## config.mk

```make
export PLATFORM = sky130hd
export DESIGN_NAME = fxu_top
export DESIGN_NICKNAME = d
export VERILOG_FILES = /design/src/rtl/fxu_pkg.sv /design/src/rtl/fxu_classify.sv /design/src/rtl/fxu_top.sv
export VERILOG_INCLUDE_DIRS = /design/src /design/src/rtl
export SDC_FILE = /design/constraint.sdc
export NUM_CORES = 1
export LEC_CHECK = 0
export BUFFER_PORTS_ARGS = -buffer_cell sky130_fd_sc_hd__buf_2
export CORE_AREA = 4 4 141 143
export DETAILED_ROUTE_END_ITERATION = 6
export DIE_AREA = 0 0 145 147
export PLACE_DENSITY = 0.9
export SYNTH_ARGS = -nofsm -noshare
export SYNTH_HDL_FRONTEND = slang
export SYNTH_HIERARCHICAL = 1
export SYNTH_SLANG_ARGS = --single-unit
```

## constraint.sdc

```tcl
create_clock -name hclk -period 12.2 [get_ports hclk]
set_input_delay 1.22 -clock hclk [delete_from_list [all_inputs] [get_ports hclk]]
set_output_delay 1.22 -clock hclk [all_outputs]
set_load 0.05 [all_outputs]
```

## src/rtl/fxu_map.svh

```systemverilog
// Register offsets, field positions, reset values and encodings
`ifndef FXU_MAP_SVH
`define FXU_MAP_SVH

// ****************************************************************
// Register byte offsets
// ****************************************************************
`define FXU_OFS_STK_STATUS 8'h00
`define FXU_OFS_STK_CTRL 8'h04
`define FXU_OFS_SIMD_CSR 8'h08
`define FXU_OFS_TRAP_INFO 8'h0C

// ****************************************************************
// Field positions
// ****************************************************************
`define FXU_FLAG_LSB 0
`define FXU_STK_MASK_LSB 0
`define FXU_STK_RC_LSB 10
`define FXU_SIMD_MASK_LSB 7
`define FXU_SIMD_RC_LSB 13
`define FXU_TRAP_UNIT_BIT 8
`define FXU_TRAP_PEND_BIT 9

// ****************************************************************
// Reset values
// ****************************************************************
`define FXU_FLAG_RST 6'h00
`define FXU_MASK_RST 6'h3F
`define FXU_RC_RST 2'h0

// ****************************************************************
// Single precision encodings
// ****************************************************************
`define FXU_QNAN_INDEF 32'hFFC00000
`define FXU_INT_INDEF 32'h80000000
`define FXU_EXP_ALL_ONES 8'hFF
`define FXU_EXP_MAX_FINITE 8'hFE
`define FXU_FRAC_ALL_ONES 23'h7FFFFF
`define FXU_QUIET_BIT 22
`define FXU_EXP_OVF_LIMIT 10'h0FF

`endif

```

## src/rtl/fxu_pkg.sv

```systemverilog
// Types shared by the floating-point exception unit
`default_nettype none
package fxu_pkg;

	typedef enum logic [1:0] {
		RC_NEAREST = 2'h0,
		RC_DOWN = 2'h1,
		RC_UP = 2'h2,
		RC_TRUNC = 2'h3
	} fxu_rc_t;

	typedef enum logic {
		UNIT_STACK = 1'b0,
		UNIT_SIMD = 1'b1
	} fxu_unit_t;

	typedef enum logic [2:0] {
		OP_ADD = 3'h0,
		OP_SUB = 3'h1,
		OP_MUL = 3'h2,
		OP_DIV = 3'h3,
		OP_CVT = 3'h4,
		OP_CVTT = 3'h5
	} fxu_op_t;

	typedef enum logic [1:0] {
		ACT_PROCEED = 2'h0,
		ACT_DEFAULT = 2'h1,
		ACT_SUPPRESS = 2'h2
	} fxu_act_t;

	typedef enum logic [1:0] {
		ST_IDLE = 2'b01,
		ST_TRAP = 2'b10
	} fxu_state_t;

	typedef enum logic [1:0] {
		RES_FLOAT = 2'h0,
		RES_INT = 2'h1,
		RES_INT_TRUNC = 2'h2
	} fxu_res_kind_t;

	// Bit 0 upward: invalid, subnormal, zdiv, ovf, unf, inexact
	typedef struct packed {
		logic inexact;
		logic unf;
		logic ovf;
		logic zdiv;
		logic subnorm_op;
		logic invalid_op;
	} fxu_exc_t;

	typedef struct packed {
		logic sign;
		logic zero;
		logic subnorm;
		logic inf;
		logic nan;
		logic snan;
	} fxu_class_t;

	typedef struct packed {
		fxu_unit_t unit;
		fxu_op_t op;
		logic [31:0] a;
		logic [31:0] b;
	} fxu_pre_req_t;

	typedef struct packed {
		fxu_unit_t unit;
		fxu_res_kind_t kind;
		logic sign;
		logic signed [9:0] exp;
		logic [31:0] mag;
		logic guard;
		logic sticky;
	} fxu_post_req_t;

endpackage
`default_nettype wire

```

## src/rtl/fxu_classify.sv

```systemverilog
// Single precision operand classifier
`timescale 1ns/1ps
`default_nettype none
`include "fxu_map.svh"

module fxu_classify
(
	input wire logic [31:0] value,
	output fxu_pkg::fxu_class_t cls
);

	logic exp_ones;
	logic exp_zero;
	logic frac_zero;

	assign exp_ones = (value[30:23] == `FXU_EXP_ALL_ONES);
	assign exp_zero = (value[30:23] == 8'h00);
	assign frac_zero = (value[22:0] == 23'h000000);

	assign cls.sign = value[31];
	assign cls.zero = exp_zero & frac_zero;
	assign cls.subnorm = exp_zero & !frac_zero;
	assign cls.inf = exp_ones & frac_zero;
	assign cls.nan = exp_ones & !frac_zero;
	// Signalling NaN has the quiet bit clear
	assign cls.snan = exp_ones & !frac_zero & !value[`FXU_QUIET_BIT];

endmodule
`default_nettype wire

```

## src/rtl/fxu_top.sv

```systemverilog
// Floating-point exception detection, flags, masks and responses
//
// Local design decisions: the register addresses and the AHB-Lite interface to the registers.
`timescale 1ns/1ps
`default_nettype none
`include "fxu_map.svh"

// ****************************************************************
// Function
// - Truncating conversions always round toward zero
// - Six exception classes are recognised
// - Invalid, zdiv, subnormal checked on operands
// - Ovf, unf, inexact checked on result
// - Flag first; masked gives default, else handler
// - Flags sticky until software clears them
// - Stack flags and masks in bits 0-5
// - SIMD flags bits 0-5, masks 7-12
// - Each unit uses only its own set
// - Masked response continues; several flags possible
// - Masked invalid writes indefinite quiet NaN, integer indefinite for conversions
// - Unmasked invalid: flag, handler, operands kept
// - Masked subnormal operand: flag, proceed normally
// - Unmasked subnormal: flag, handler, operands kept
// - Finite non-zero divided by zero raises zdiv
// - Masked zdiv returns infinity, xor sign
// - Unmasked zdiv: flag, handler, operands kept
// - Two-bit rounding field selects rounding mode
// - Any rounded result sets inexact flag
// ****************************************************************

module fxu_top
(
	input wire logic hclk,
	input wire logic hresetn,
	input wire logic hsel,
	input wire logic [31:0] haddr,
	input wire logic [1:0] htrans,
	input wire logic hwrite,
	input wire logic [2:0] hsize,
	input wire logic [31:0] hwdata,
	input wire logic hready,
	output var logic [31:0] hrdata,
	output logic hreadyout,
	output logic hresp,
	input wire logic pre_valid,
	input wire fxu_pkg::fxu_pre_req_t pre_req,
	output logic pre_ready,
	output var logic pre_done,
	output var fxu_pkg::fxu_act_t pre_act,
	output var logic [31:0] pre_result,
	input wire logic post_valid,
	input wire fxu_pkg::fxu_post_req_t post_req,
	output logic post_ready,
	output var logic post_done,
	output var logic post_wr_en,
	output var logic [31:0] post_result,
	output logic trap_req,
	output var fxu_pkg::fxu_unit_t trap_unit,
	output var fxu_pkg::fxu_exc_t trap_cause,
	input wire logic trap_ack
);

	// ****************************************************************
	// Helpers
	// ****************************************************************
	function automatic logic round_inc(input fxu_pkg::fxu_rc_t rc,
		input logic sign, input logic lsb, input logic guard,
		input logic sticky);
		logic inc;
		inc = 1'b0;
		case (rc)
			fxu_pkg::RC_NEAREST: inc = guard & (sticky | lsb);
			fxu_pkg::RC_DOWN: inc = sign & (guard | sticky);
			fxu_pkg::RC_UP: inc = !sign & (guard | sticky);
			fxu_pkg::RC_TRUNC: inc = 1'b0;
			default: inc = 1'b0;
		endcase
		return inc;
	endfunction

	// ****************************************************************
	// State
	// ****************************************************************
	fxu_pkg::fxu_exc_t stk_flag;
	fxu_pkg::fxu_exc_t stk_mask;
	fxu_pkg::fxu_rc_t stk_rc;
	fxu_pkg::fxu_exc_t simd_flag;
	fxu_pkg::fxu_exc_t simd_mask;
	fxu_pkg::fxu_rc_t simd_rc;
	fxu_pkg::fxu_exc_t next_stk_flag;
	fxu_pkg::fxu_exc_t next_stk_mask;
	fxu_pkg::fxu_rc_t next_stk_rc;
	fxu_pkg::fxu_exc_t next_simd_flag;
	fxu_pkg::fxu_exc_t next_simd_mask;
	fxu_pkg::fxu_rc_t next_simd_rc;
	fxu_pkg::fxu_state_t state;
	logic wr_pend;
	logic [7:0] wr_addr;
	logic addr_phase;
	logic [31:0] rd_word;

	fxu_pkg::fxu_class_t cls_a;
	fxu_pkg::fxu_class_t cls_b;
	fxu_pkg::fxu_exc_t pre_flags;
	fxu_pkg::fxu_exc_t pre_mask;
	fxu_pkg::fxu_exc_t pre_trap;
	fxu_pkg::fxu_act_t pre_next_act;
	logic [31:0] pre_next_result;
	logic pre_fire;

	fxu_pkg::fxu_exc_t post_flags;
	fxu_pkg::fxu_exc_t post_mask;
	fxu_pkg::fxu_exc_t post_trap;
	fxu_pkg::fxu_rc_t post_rc;
	logic [31:0] post_next_result;
	logic post_next_wr;
	logic post_fire;

	fxu_pkg::fxu_exc_t stk_set;
	fxu_pkg::fxu_exc_t simd_set;

	// ****************************************************************
	// Bus slave
	// ****************************************************************
	assign hreadyout = 1'b1;
	assign hresp = 1'b0;
	assign addr_phase = hsel & hready & htrans[1];

	always_ff @(posedge hclk or negedge hresetn)
	begin
		if (!hresetn)
		begin
			wr_pend <= 1'b0;
			wr_addr <= 8'h00;
		end
		else
		begin
			wr_pend <= addr_phase & hwrite;
			wr_addr <= haddr[7:0];
		end
	end

	// Read from next values so a read right after a write sees it
	always_comb
	begin
		rd_word = 32'h00000000;
		case (haddr[7:0])
			`FXU_OFS_STK_STATUS: rd_word[5:0] = next_stk_flag;
			`FXU_OFS_STK_CTRL:
			begin
				rd_word[`FXU_STK_MASK_LSB +: 6] = next_stk_mask;
				rd_word[`FXU_STK_RC_LSB +: 2] = next_stk_rc;
			end
			`FXU_OFS_SIMD_CSR:
			begin
				rd_word[`FXU_FLAG_LSB +: 6] = next_simd_flag;
				rd_word[`FXU_SIMD_MASK_LSB +: 6] = next_simd_mask;
				rd_word[`FXU_SIMD_RC_LSB +: 2] = next_simd_rc;
			end
			`FXU_OFS_TRAP_INFO:
			begin
				rd_word[5:0] = trap_cause;
				rd_word[`FXU_TRAP_UNIT_BIT] = trap_unit;
				rd_word[`FXU_TRAP_PEND_BIT] = (state == fxu_pkg::ST_TRAP);
			end
			default: rd_word = 32'h00000000;
		endcase
	end

	always_ff @(posedge hclk or negedge hresetn)
	begin
		if (!hresetn)
			hrdata <= 32'h00000000;
		else if (addr_phase & !hwrite)
			hrdata <= rd_word;
	end

	// ****************************************************************
	// Control and status registers
	// ****************************************************************
	// Hardware set wins over a software clear in the same cycle
	always_comb
	begin
		next_stk_flag = stk_flag;
		next_stk_mask = stk_mask;
		next_stk_rc = stk_rc;
		next_simd_flag = simd_flag;
		next_simd_mask = simd_mask;
		next_simd_rc = simd_rc;
		if (wr_pend && wr_addr == `FXU_OFS_STK_STATUS)
			next_stk_flag = hwdata[`FXU_FLAG_LSB +: 6];
		if (wr_pend && wr_addr == `FXU_OFS_STK_CTRL)
		begin
			next_stk_mask = hwdata[`FXU_STK_MASK_LSB +: 6];
			next_stk_rc = fxu_pkg::fxu_rc_t'(hwdata[`FXU_STK_RC_LSB +: 2]);
		end
		if (wr_pend && wr_addr == `FXU_OFS_SIMD_CSR)
		begin
			next_simd_flag = hwdata[`FXU_FLAG_LSB +: 6];
			next_simd_mask = hwdata[`FXU_SIMD_MASK_LSB +: 6];
			next_simd_rc = fxu_pkg::fxu_rc_t'(hwdata[`FXU_SIMD_RC_LSB +: 2]);
		end
		next_stk_flag = next_stk_flag | stk_set;
		next_simd_flag = next_simd_flag | simd_set;
	end

	always_ff @(posedge hclk or negedge hresetn)
	begin
		if (!hresetn)
		begin
			stk_flag <= `FXU_FLAG_RST;
			stk_mask <= `FXU_MASK_RST;
			stk_rc <= fxu_pkg::RC_NEAREST;
			simd_flag <= `FXU_FLAG_RST;
			simd_mask <= `FXU_MASK_RST;
			simd_rc <= fxu_pkg::RC_NEAREST;
		end
		else
		begin
			stk_flag <= next_stk_flag;
			stk_mask <= next_stk_mask;
			stk_rc <= next_stk_rc;
			simd_flag <= next_simd_flag;
			simd_mask <= next_simd_mask;
			simd_rc <= next_simd_rc;
		end
	end

	// Each unit's events land only in that unit's flags
	assign stk_set = ((pre_fire && pre_req.unit == fxu_pkg::UNIT_STACK) ?
		pre_flags : 6'h00) | ((post_fire &&
		post_req.unit == fxu_pkg::UNIT_STACK) ? post_flags : 6'h00);
	assign simd_set = ((pre_fire && pre_req.unit == fxu_pkg::UNIT_SIMD) ?
		pre_flags : 6'h00) | ((post_fire &&
		post_req.unit == fxu_pkg::UNIT_SIMD) ? post_flags : 6'h00);

	// ****************************************************************
	// Operand checks
	// ****************************************************************
	fxu_classify u_cls_a
	(
		.value(pre_req.a),
		.cls(cls_a)
	);

	fxu_classify u_cls_b
	(
		.value(pre_req.b),
		.cls(cls_b)
	);

	assign pre_ready = (state == fxu_pkg::ST_IDLE);
	assign post_ready = (state == fxu_pkg::ST_IDLE);
	assign pre_fire = pre_valid & pre_ready;
	assign post_fire = post_valid & post_ready;
	assign pre_mask = (pre_req.unit == fxu_pkg::UNIT_SIMD) ?
		simd_mask : stk_mask;

	always_comb
	begin
		logic cvt;
		logic sub_eff;
		cvt = (pre_req.op == fxu_pkg::OP_CVT) ||
			(pre_req.op == fxu_pkg::OP_CVTT);
		sub_eff = cls_a.sign ^ cls_b.sign ^ (pre_req.op == fxu_pkg::OP_SUB);
		pre_flags = 6'h00;
		// Detected before any arithmetic happens
		if (cvt)
		begin
			pre_flags.invalid_op = cls_a.nan | cls_a.inf;
			pre_flags.subnorm_op = cls_a.subnorm;
		end
		else
		begin
			pre_flags.subnorm_op = cls_a.subnorm | cls_b.subnorm;
			case (pre_req.op)
				fxu_pkg::OP_ADD, fxu_pkg::OP_SUB:
					pre_flags.invalid_op = cls_a.inf & cls_b.inf & sub_eff;
				fxu_pkg::OP_MUL:
					pre_flags.invalid_op = (cls_a.inf & cls_b.zero) |
						(cls_a.zero & cls_b.inf);
				fxu_pkg::OP_DIV:
					pre_flags.invalid_op = (cls_a.inf & cls_b.inf) |
						(cls_a.zero & cls_b.zero);
				default: pre_flags.invalid_op = 1'b0;
			endcase
			pre_flags.invalid_op = pre_flags.invalid_op |
				cls_a.snan | cls_b.snan;
			pre_flags.zdiv = (pre_req.op == fxu_pkg::OP_DIV) & cls_b.zero &
				!cls_a.zero & !cls_a.inf & !cls_a.nan;
		end
	end

	assign pre_trap = pre_flags & ~pre_mask;

	always_comb
	begin
		pre_next_act = fxu_pkg::ACT_PROCEED;
		pre_next_result = 32'h00000000;
		if (|pre_trap)
			pre_next_act = fxu_pkg::ACT_SUPPRESS;
		else if (pre_flags.invalid_op)
		begin
			pre_next_act = fxu_pkg::ACT_DEFAULT;
			pre_next_result = (pre_req.op == fxu_pkg::OP_CVT ||
				pre_req.op == fxu_pkg::OP_CVTT) ?
				`FXU_INT_INDEF : `FXU_QNAN_INDEF;
		end
		else if (pre_flags.zdiv)
		begin
			pre_next_act = fxu_pkg::ACT_DEFAULT;
			pre_next_result = {cls_a.sign ^ cls_b.sign,
				`FXU_EXP_ALL_ONES, 23'h000000};
		end
		else if (cls_a.nan || cls_b.nan)
		begin
			// Quiet NaN operands propagate without a flag
			pre_next_act = fxu_pkg::ACT_DEFAULT;
			pre_next_result = cls_a.nan ? pre_req.a : pre_req.b;
		end
		else
			pre_next_act = fxu_pkg::ACT_PROCEED;
	end

	always_ff @(posedge hclk or negedge hresetn)
	begin
		if (!hresetn)
		begin
			pre_done <= 1'b0;
			pre_act <= fxu_pkg::ACT_PROCEED;
			pre_result <= 32'h00000000;
		end
		else
		begin
			pre_done <= pre_fire;
			if (pre_fire)
			begin
				pre_act <= pre_next_act;
				pre_result <= pre_next_result;
			end
		end
	end

	// ****************************************************************
	// Result checks and rounding
	// ****************************************************************
	assign post_mask = (post_req.unit == fxu_pkg::UNIT_SIMD) ?
		simd_mask : stk_mask;

	always_comb
	begin
		logic inc;
		logic inexact;
		logic tiny;
		logic inf_ok;
		logic [24:0] sum25;
		logic [32:0] sum33;
		logic signed [9:0] exp_r;
		logic [22:0] frac_r;
		tiny = 1'b0;
		post_rc = (post_req.unit == fxu_pkg::UNIT_SIMD) ? simd_rc : stk_rc;
		if (post_req.kind == fxu_pkg::RES_INT_TRUNC)
			post_rc = fxu_pkg::RC_TRUNC;
		inc = round_inc(post_rc, post_req.sign, post_req.mag[0],
			post_req.guard, post_req.sticky);
		inexact = post_req.guard | post_req.sticky;
		sum25 = {1'b0, post_req.mag[23:0]} + {24'h000000, inc};
		sum33 = {1'b0, post_req.mag} + {32'h00000000, inc};
		exp_r = post_req.exp + {9'h000, sum25[24]};
		frac_r = sum25[24] ? sum25[23:1] : sum25[22:0];
		inf_ok = (post_rc == fxu_pkg::RC_NEAREST) ||
			(post_rc == fxu_pkg::RC_DOWN && post_req.sign) ||
			(post_rc == fxu_pkg::RC_UP && !post_req.sign);
		post_flags = 6'h00;
		post_next_result = 32'h00000000;
		if (post_req.kind == fxu_pkg::RES_FLOAT)
		begin
			// Checked on the computed result
			tiny = (post_req.exp <= 10'sd0) && (post_req.mag != 32'h0);
			post_flags.ovf = (exp_r >= $signed(`FXU_EXP_OVF_LIMIT));
			post_flags.unf = tiny & (inexact | !post_mask.unf);
			post_flags.inexact = inexact | post_flags.ovf;
			if (post_flags.ovf)
				post_next_result = inf_ok ?
					{post_req.sign, `FXU_EXP_ALL_ONES, 23'h000000} :
					{post_req.sign, `FXU_EXP_MAX_FINITE, `FXU_FRAC_ALL_ONES};
			else if (tiny)
				post_next_result = {post_req.sign, 31'h00000000};
			else
				post_next_result = {post_req.sign, exp_r[7:0], frac_r};
		end
		else
		begin
			tiny = 1'b0;
			post_flags.invalid_op = sum33[32] | (sum33[31] &
				!(post_req.sign && sum33[30:0] == 31'h00000000));
			post_flags.inexact = inexact & !post_flags.invalid_op;
			post_next_result = post_flags.invalid_op ? `FXU_INT_INDEF :
				(post_req.sign ? (32'h0 - sum33[31:0]) : sum33[31:0]);
		end
	end

	assign post_trap = post_flags & ~post_mask;
	// Unmasked inexact alone still stores the rounded result
	assign post_next_wr = !(post_trap.invalid_op | post_trap.ovf |
		post_trap.unf);

	always_ff @(posedge hclk or negedge hresetn)
	begin
		if (!hresetn)
		begin
			post_done <= 1'b0;
			post_wr_en <= 1'b0;
			post_result <= 32'h00000000;
		end
		else
		begin
			post_done <= post_fire;
			post_wr_en <= post_fire & post_next_wr;
			if (post_fire)
				post_result <= post_next_result;
		end
	end

	// ****************************************************************
	// Handler request
	// ****************************************************************
	// Held until acknowledged; both stages stall meanwhile
	assign trap_req = (state == fxu_pkg::ST_TRAP);

	always_ff @(posedge hclk or negedge hresetn)
	begin
		if (!hresetn)
		begin
			state <= fxu_pkg::ST_IDLE;
			trap_unit <= fxu_pkg::UNIT_STACK;
			trap_cause <= 6'h00;
		end
		else
		begin
			case (state)
				fxu_pkg::ST_IDLE:
				begin
					if ((post_fire && |post_trap) || (pre_fire && |pre_trap))
					begin
						state <= fxu_pkg::ST_TRAP;
						trap_cause <= (post_fire ? post_trap : 6'h00) |
							(pre_fire ? pre_trap : 6'h00);
						trap_unit <= (post_fire && |post_trap) ?
							post_req.unit : pre_req.unit;
					end
				end
				fxu_pkg::ST_TRAP:
				begin
					if (trap_ack)
						state <= fxu_pkg::ST_IDLE;
				end
				default: state <= fxu_pkg::ST_IDLE;
			endcase
		end
	end

endmodule
`default_nettype wire

```

==> results of run 1 <==
## cells by family (layout without fill, tap and decap cells)
group,Yosys count,after routing,share of synthesized area (%)
other,2,21,0.08223
AND/OR/NAND/NOR,423,423,24.85
XOR/XNOR,68,68,6.686
buffers and inverters,100,295,5.480
multiplexers,69,69,8.426
adder cells (fa/ha/maj),7,7,0.9590
AO/OA/AOI/OAI,253,253,17.99
flip-flops,129,129,35.53
## cells in the mapped netlist, drive strengths merged, types with 3 or more instances
library cell / count / area share [%]
nand2: 129 / 5.3
dfrtp: 116 / 32
o21ai: 94 / 5.2
nor2: 80 / 3.3
buf: 42 / 3.1
mux2i: 42 / 4.6
clkbuf: 41 / 1.7
xnor2: 39 / 3.7
a21oi: 38 / 2.2
nor3: 35 / 2.1
nor4: 35 / 3.5
a31oi: 32 / 2.2
nand4: 30 / 2.4
xor2: 28 / 2.7
nand3: 27 / 1.5
mux2: 23 / 2.8
nor2b: 17 / 1.2
inv: 15 / 0.62
dfstp: 13 / 3.7
a22o: 12 / 1.2
and3: 12 / 0.82
o31ai: 12 / 1.2
a211oi: 11 / 0.90
and4: 11 / 1.1
or3: 11 / 0.75
or2: 10 / 0.69
nand2b: 9 / 0.62
a221oi: 8 / 0.77
ha: 7 / 0.96
o21a: 7 / 0.58
a21boi: 5 / 0.41
o41ai: 5 / 0.56
or4: 5 / 0.49
mux4: 4 / 0.99
a2111oi: 3 / 0.32
and2: 3 / 0.21
o211ai: 3 / 0.25
## power groups by stage
stage	registers [µW]	logic (µW)	clock network (µW)
2_1_floorplan	702	192	0
3_3_place_gp	528	509	0
3_5_place_dp	531	517	0
4_1_cts	523	519	532
5_1_grt	531	552	552
6_report	524	518	528
## worst min path at each step
stage	start	to	slack (ns)	depth (start not counted)
3_5_place_dp	pre_act[0]	pre_act[0]	0.46	2
5_1_grt	pre_act[0]	pre_act[0]	0.50	2
3_3_place_gp	pre_act[0]	pre_act[0]	0.45	2
6_report	hrdata[8]	hrdata[8]	0.47	2
2_1_floorplan	stk_flag[1]	stk_flag[1]	0.46	2
4_1_cts	pre_act[0]	pre_act[0]	0.47	2
## worst reg2reg max path: stages, from the launching register on
cell,delay [ns]
dfrtp_1,0.37
nor2b_1,0.13
a211oi_1,0.37
ha_1,0.30
or3_1,0.36
a21oi_1,0.32
ha_1,0.41
ha_1,0.38
and4_1,0.35
nand2_1,0.13
nor3_1,0.57
ha_1,0.30
ha_1,0.19
nand3_1,0.19
or3_1,0.38
a2111o_1,0.43
a2111oi_0,0.99
a21oi_1,0.20
nand2b_1,0.23
o31ai_2,0.12
nor3b_2,0.15
a221o_1,0.31
## state kept, by name (all words and copies together) (netlist names)
register	count
wr_addr	8
simd_rc	2
trap_cause	6
stk_mask	6
wr_pend	1
simd_flag	6
post_wr_en	1
pre_result	32
state	2
simd_mask	6
hrdata	14
post_result	32
stk_rc	2
pre_done	1
trap_unit	1
stk_flag	6
pre_act	2
post_done	1
## metrics by stage
step	worst slack, ns	hold slack, ns	instance area, µm²	cells
3_5_place_dp	3.940	0.4593	10320	1466
2_1_floorplan	5.453	0.4583	9200	1069
4_1_cts	4.339	0.4745	10930	1498
5_1_grt	3.874	0.5024	10930	1499
6_report	4.263	0.4739	10930	1499
3_3_place_gp	4.075	0.4506	10320	1466
## layout make-up
cell class | instances | share of cell area (%)
Clock inverter | 15 | 1.705
Timing Repair Buffer | 246 | 11.44
Antenna cell | 1 | 0.02289
Clock buffer | 17 | 3.891
Inverter | 17 | 0.5837
Sequential cell | 129 | 29.67
Multi-Input combinational cell | 840 | 50.00
Tap cell | 234 | 2.678
## layer usage
metal | wire, µm | track usage, % | share of wire (%)
met3 | 2572 | 6.138 | 8.7
met2 | 14710 | 47.02 | 50
met1 | 11040 | 31.63 | 37
met5 | 0 | 0 | 0
met4 | 1265 | 12.11 | 4.3
==> impl_metrics.py, run 1 <==
metrics = {
    "die": {
        "start_util_pct": 49.15,
        "num_io_pins": 306,
        "die_h_um": 147,
        "core_area_um2": 18580,
        "rows": 50,
        "dieArea_um2": 21320,
        "die_x_um": 145,
    },
    "synth": {
        "ys_seq_area_share_pct": 35.53,
        "synthFlopType": "dfrtp_1",
        "synth_area_per_cell_um2": 8.689,
        "synthArstFlopShare_pct": 100.0,
        "synth.distinct_cells": 83,
        "synth_seq_cells": 129,
        "yosysWarnings": 6,
        "synth_edf_count": 0,
        "synth_cells": 1051,
        "syn_area_um2": 9133,
    },
    "critical_path": {
        "critical_path_buf_inv_count": 1,
        "r2r-end": "trap_cause[0]",
        "crit_path_start": "post_req[47]",
        "cp-end-kind": "register",
        "crit_fanout": 11,
        "rr_worst_depth": 21,
        "path_common_cell": "ha_1",
        "worst_path_largest_cell_delay_ns": 0.99,
        "cp.required_ns": 12.50,
        "rrSetupSlack_ns": 4.89,
        "crit_family": "compound AO/OA/AOI/OAI gates",
        "cp_slowest_cell": "a2111oi_0",
        "rr_startpoint": "stk_rc[0]",
        "crit_end": "trap_cause[0]",
        "path_depth": 22,
        "crit_path_start_kind": "input port",
        "crit_arrival_ns": 8.24,
        "critPathKind": "in -> reg",
        "path_cells": "buf_2 -> nor2b_1 -> a211oi_1 -> ha_1 -> or3_1 -> a21oi_1 -> ha_1 -> ha_1 -> and4_1 -> nand2_1 -> nor3_1 -> ha_1 -> ha_1 -> nand3_1 -> or3_1 -> a2111o_1 -> a2111oi_0 -> a21oi_1 -> nand2b_1 -> o31ai_2 -> nor3b_2 -> a221o_1",
    },
    "finish": {
        "syn_to_final_growth_pct": 19.72,
        "layout_commonest_cell": "buf_2",
        "finalNetCount": 1451,
        "drive_gt1_share_pct": 28.32,
        "utilization_pct": 58.84,
        "multiInputGateArea_um2": 5466,
        "ff_latch_area_um2": 3244,
        "n_fill_cell": 1564,
        "final_cell_mix": "238 x buf_2, 129 x nand2_1, 116 x dfrtp_1",
    },
    "routing": {
        "route.detailed.drc": 0,
        "drt_iter0_drc": 981,
        "viasPerCell": 6.197,
        "wirelength_mm": 29.58,
        "wire_per_inst_um": 19.73,
        "drtPass1Iterations": 6,
        "ant_nets": 0,
        "num_vias": 9290,
    },
    "pwr": {
        "switching_power_uw": 654.1,
        "power_frac_seq_pct": 33.4,
        "ir_drop_mv": 0.08658,
        "pwr-share-comb_pct": 33.0,
        "power.density_nw_per_um2": 143.6,
        "p_sw_share_pct": 41.67,
        "intPower_uw": 915.6,
        "power.leakage_uw": 0.004765,
        "finalPower_uw": 1570,
        "p_clk_share_pct": 33.6,
    },
    "timing": {
        "setup-tns-final_ns": 0,
        "drv_slew": 0,
        "fin_skew_ns": 0.01200,
        "fin_crit_ns": 7.937,
        "final_hold_viol_count": 0,
        "setup_viol": 0,
        "maxSlewHeadroom_pct": 23.19,
        "rsz0062_at_grt": "false",
        "fmax_mhz": 126.0,
        "period_share_pct": 65.06,
        "worst_pin_slew_ns": 1.123,
    },
    "global_routing": {
        "grt_max_degree": 87,
        "grt_first_pass_wirelength_mm": 46.83,
        "grt_antenna_before_repair": 1,
        "grt_pass1_vias": 8891,
        "grtUsageTotal_pct": 26.86,
        "grt-ovfl-total": 0,
    },
    "clocking": {
        "clock_sinks": 129,
        "clk_pin_slew_ns": 0.07,
        "clk_latency_ns": 0.42,
        "root_buffer": "clkbuf_16",
        "cts_tree": "done",
        "cts_setup_buffers": 0,
        "cts_buffers": 17,
        "ctsLongestPathBuffers": 2,
        "cts_max_level": 4,
        "cts-resized-gates": 0,
        "hold_buffers": 0,
    },
    "placed_design": {
        "dp_hpwl_mm": 22.70,
        "io_buffers": 239,
        "place.gp.congestion": 0.9527,
    },
    "status": {
        "status": "complete, no violations",
    },
    "hold_path": {
        "hold_path.class": "reg -> reg",
    },
    "flow_run": {
        "drv_cap": 0,
    },
}
(Power assumes the default switching activity.)
==> run 2, diff against run 1 <==
Clock period 12.2 ns to 7.93 ns, I/O delays scaled along.
==> run 2 against run 1 <==
Register-to-register slack got worse by 3.6 ns. Flip-flop and latch count unchanged. Combinational power increased by 54%. Core utilization rose by 0.18 points. Global-route usage fell by 0.075 points. Setup slack got worse by 3.1 ns. Total power increased by 54%. Sequential share of layout area fell by 0.088 points. Non-clock buffer count grew 4. Clock-buffer cell count did not move. Hold slack improved by 0.0020 ns.
==> impl_metrics.py, run 2 (synthesis gave the netlist of run 1 again) <==
metrics = {
    "timing": {
        "postLayoutSetupSlackWorst_ns": 1.137,
        "fmax_mhz": 147.2,
        "final_hold_viol_count": 0,
        "drv_slew": 0,
        "setup_viol": 0,
        "period_share_pct": 85.66,
        "fin_crit_ns": 6.793,
        "worst_pin_slew_ns": 0.9942,
        "fin_skew_ns": 0.01212,
        "setup-tns-final_ns": 0,
        "rsz0062_at_grt": "false",
        "maxSlewHeadroom_pct": 33.72,
    },
    "pwr": {
        "power_frac_seq_pct": 33.4,
        "pwr-share-comb_pct": 33.1,
        "power.leakage_uw": 0.004786,
        "p_clk_share_pct": 33.5,
        "ir_drop_mv": 0.1499,
        "intPower_uw": 1410,
        "p_sw_share_pct": 41.60,
        "power.density_nw_per_um2": 220.2,
        "switching_power_uw": 1005,
    },
    "clocking": {
        "cts_setup_buffers": 0,
        "hold_buffers": 0,
        "ctsLongestPathBuffers": 2,
        "clk_pin_slew_ns": 0.06,
        "root_buffer": "clkbuf_16",
        "cts_tree": "done",
        "cts-resized-gates": 0,
        "clock_sinks": 129,
        "clk_latency_ns": 0.41,
        "cts_max_level": 4,
        "cts_buffers": 17,
    },
    "placed_design": {
        "pre_cts_ws_ns": 0.8922,
        "dp_hpwl_mm": 22.77,
        "place.gp.congestion": 0.9357,
        "io_buffers": 239,
        "dp_cells": 1470,
    },
    "finish": {
        "layout_commonest_cell": "buf_2",
        "syn_to_final_growth_pct": 20.07,
        "final_cell_mix": "238 x buf_2, 129 x nand2_1, 116 x dfrtp_1",
        "drive_gt1_share_pct": 28.55,
        "fin_cells": 1502,
        "finalNetCount": 1455,
        "utilization_pct": 59.02,
        "n_fill_cell": 1592,
        "diodes": 0,
        "top_regs": "post_result x32, pre_result x32, hrdata x14",
    },
    "critical_path": {
        "cp_slowest_cell": "a2111oi_0",
        "crit_fanout": 11,
        "path_cells": "buf_2 -> nor2b_1 -> a211oi_1 -> ha_1 -> or3_1 -> a21oi_1 -> ha_1 -> ha_1 -> and4_1 -> nand2_1 -> nor3_1 -> buf_4 -> ha_1 -> ha_1 -> nand3_1 -> or3_1 -> a2111o_1 -> a2111oi_0 -> buf_4 -> or3_1 -> nand4_1 -> nor3b_2 -> a221o_1",
        "crit_path_start_kind": "input port",
        "crit_arrival_ns": 7.08,
        "worst_path_largest_cell_delay_ns": 0.58,
        "cp.required_ns": 8.22,
        "path_common_cell": "ha_1",
        "critPathKind": "in -> reg",
        "cp-end-kind": "register",
    },
    "flow_run": {
        "drv_cap": 0,
    },
    "die": {
        "die_h_um": 147,
        "core_area_um2": 18580,
        "dieArea_um2": 21320,
        "num_io_pins": 306,
        "start_util_pct": 49.15,
        "rows": 50,
        "die_x_um": 145,
    },
    "routing": {
        "wire_per_inst_um": 19.47,
        "num_vias": 9108,
        "route.detailed.drc": 0,
        "drtPass1Iterations": 6,
        "wirelength_mm": 29.25,
        "drt_iter0_drc": 721,
        "ant_nets": 0,
        "viasPerCell": 6.064,
    },
    "global_routing": {
        "grt_pass1_vias": 8942,
        "grt_first_pass_wirelength_mm": 46.86,
        "grt_max_degree": 81,
        "grt_antenna_before_repair": 0,
        "grtUsageTotal_pct": 26.78,
        "grt-ovfl-total": 0,
    },
    "hold_path": {
        "hold_path.class": "reg -> reg",
    },
    "status": {
        "status": "complete, no violations",
    },
}
==> run 2: cell count changes in the layout (fill, tap and decap cells not counted), sizes merged <==
cell,previous run,this run
inv,25,24
diode,1,0
clkinv,5,6
buf,246,250
==> run 2: final timing paths <==
| path | start | end | slack (ns) | cells after the start |
|---|---|---|---|---|
| worst max-delay path | post_req[47] | trap_cause[0] | 1.14 | 23 |
| worst min-delay path | pre_result[31] | pre_result[31] | 0.48 | 2 |
| worst max register to register | stk_rc[0] | trap_cause[0] | 1.34 | 22 |
| worst min register to register | pre_result[31] | pre_result[31] | 0.48 | 2 |
| max in group asynchronous | hresetn | post_result[11] | 6.17 | 2 |
| min in group asynchronous | hresetn | wr_addr[1] | 0.54 | 1 |
==> run 2: power by group through the flow <==
| stage | logic, µW | clock network, µW | registers, µW |
|---|---|---|---|
| floorplan | 295 | 0 | 1080 |
| global placement | 785 | 0 | 813 |
| detailed placement | 797 | 0 | 817 |
| CTS | 801 | 819 | 806 |
| global route | 851 | 850 | 818 |
| finish | 799 | 809 | 807 |
==> run 2: metrics by stage <==
step | hold WS, ns | total power, µW | area [µm²]
6_report | 0.4759 | 2415 | 10970
5_1_grt | 0.4781 | 2518 | 10970
4_1_cts | 0.4745 | 2426 | 10970
3_5_place_dp | 0.4600 | 1613 | 10350
3_3_place_gp | 0.4479 | 1598 | 10350
2_1_floorplan | 0.4583 | 1375 | 9200
==> run 2: critical path: cells and delay by family <==
kind,cells,cell delay (ns)
adders and majority gates,5,1.46
and+or+nand+nor,10,2.19
AOI/OAI and AO/OA,5,1.99
buffers and inverters,3,0.64
==> run 2: layout make-up <==
cell class	instances	area [µm²]	share of cell area, %
multi-input combinational	840	5466	49.85
sequential	129	3244	29.59
timing repair buffer	250	1281	11.68
clock buffer	17	425.4	3.880
tap	234	292.8	2.670
clock inverter	15	191.4	1.746
inverter	17	63.81	0.5819
==> run 2: routing by layer <==
metal | track usage (%) | vias up | wire length (µm)
met1 | 31.98 | 4344 | 11040
met3 | 4.750 | 71 | 2262
met5 | 0 | - | 0
met2 | 47.39 | 446 | 14830
li1 | - | 4247 | -
met4 | 12.11 | 0 | 1114
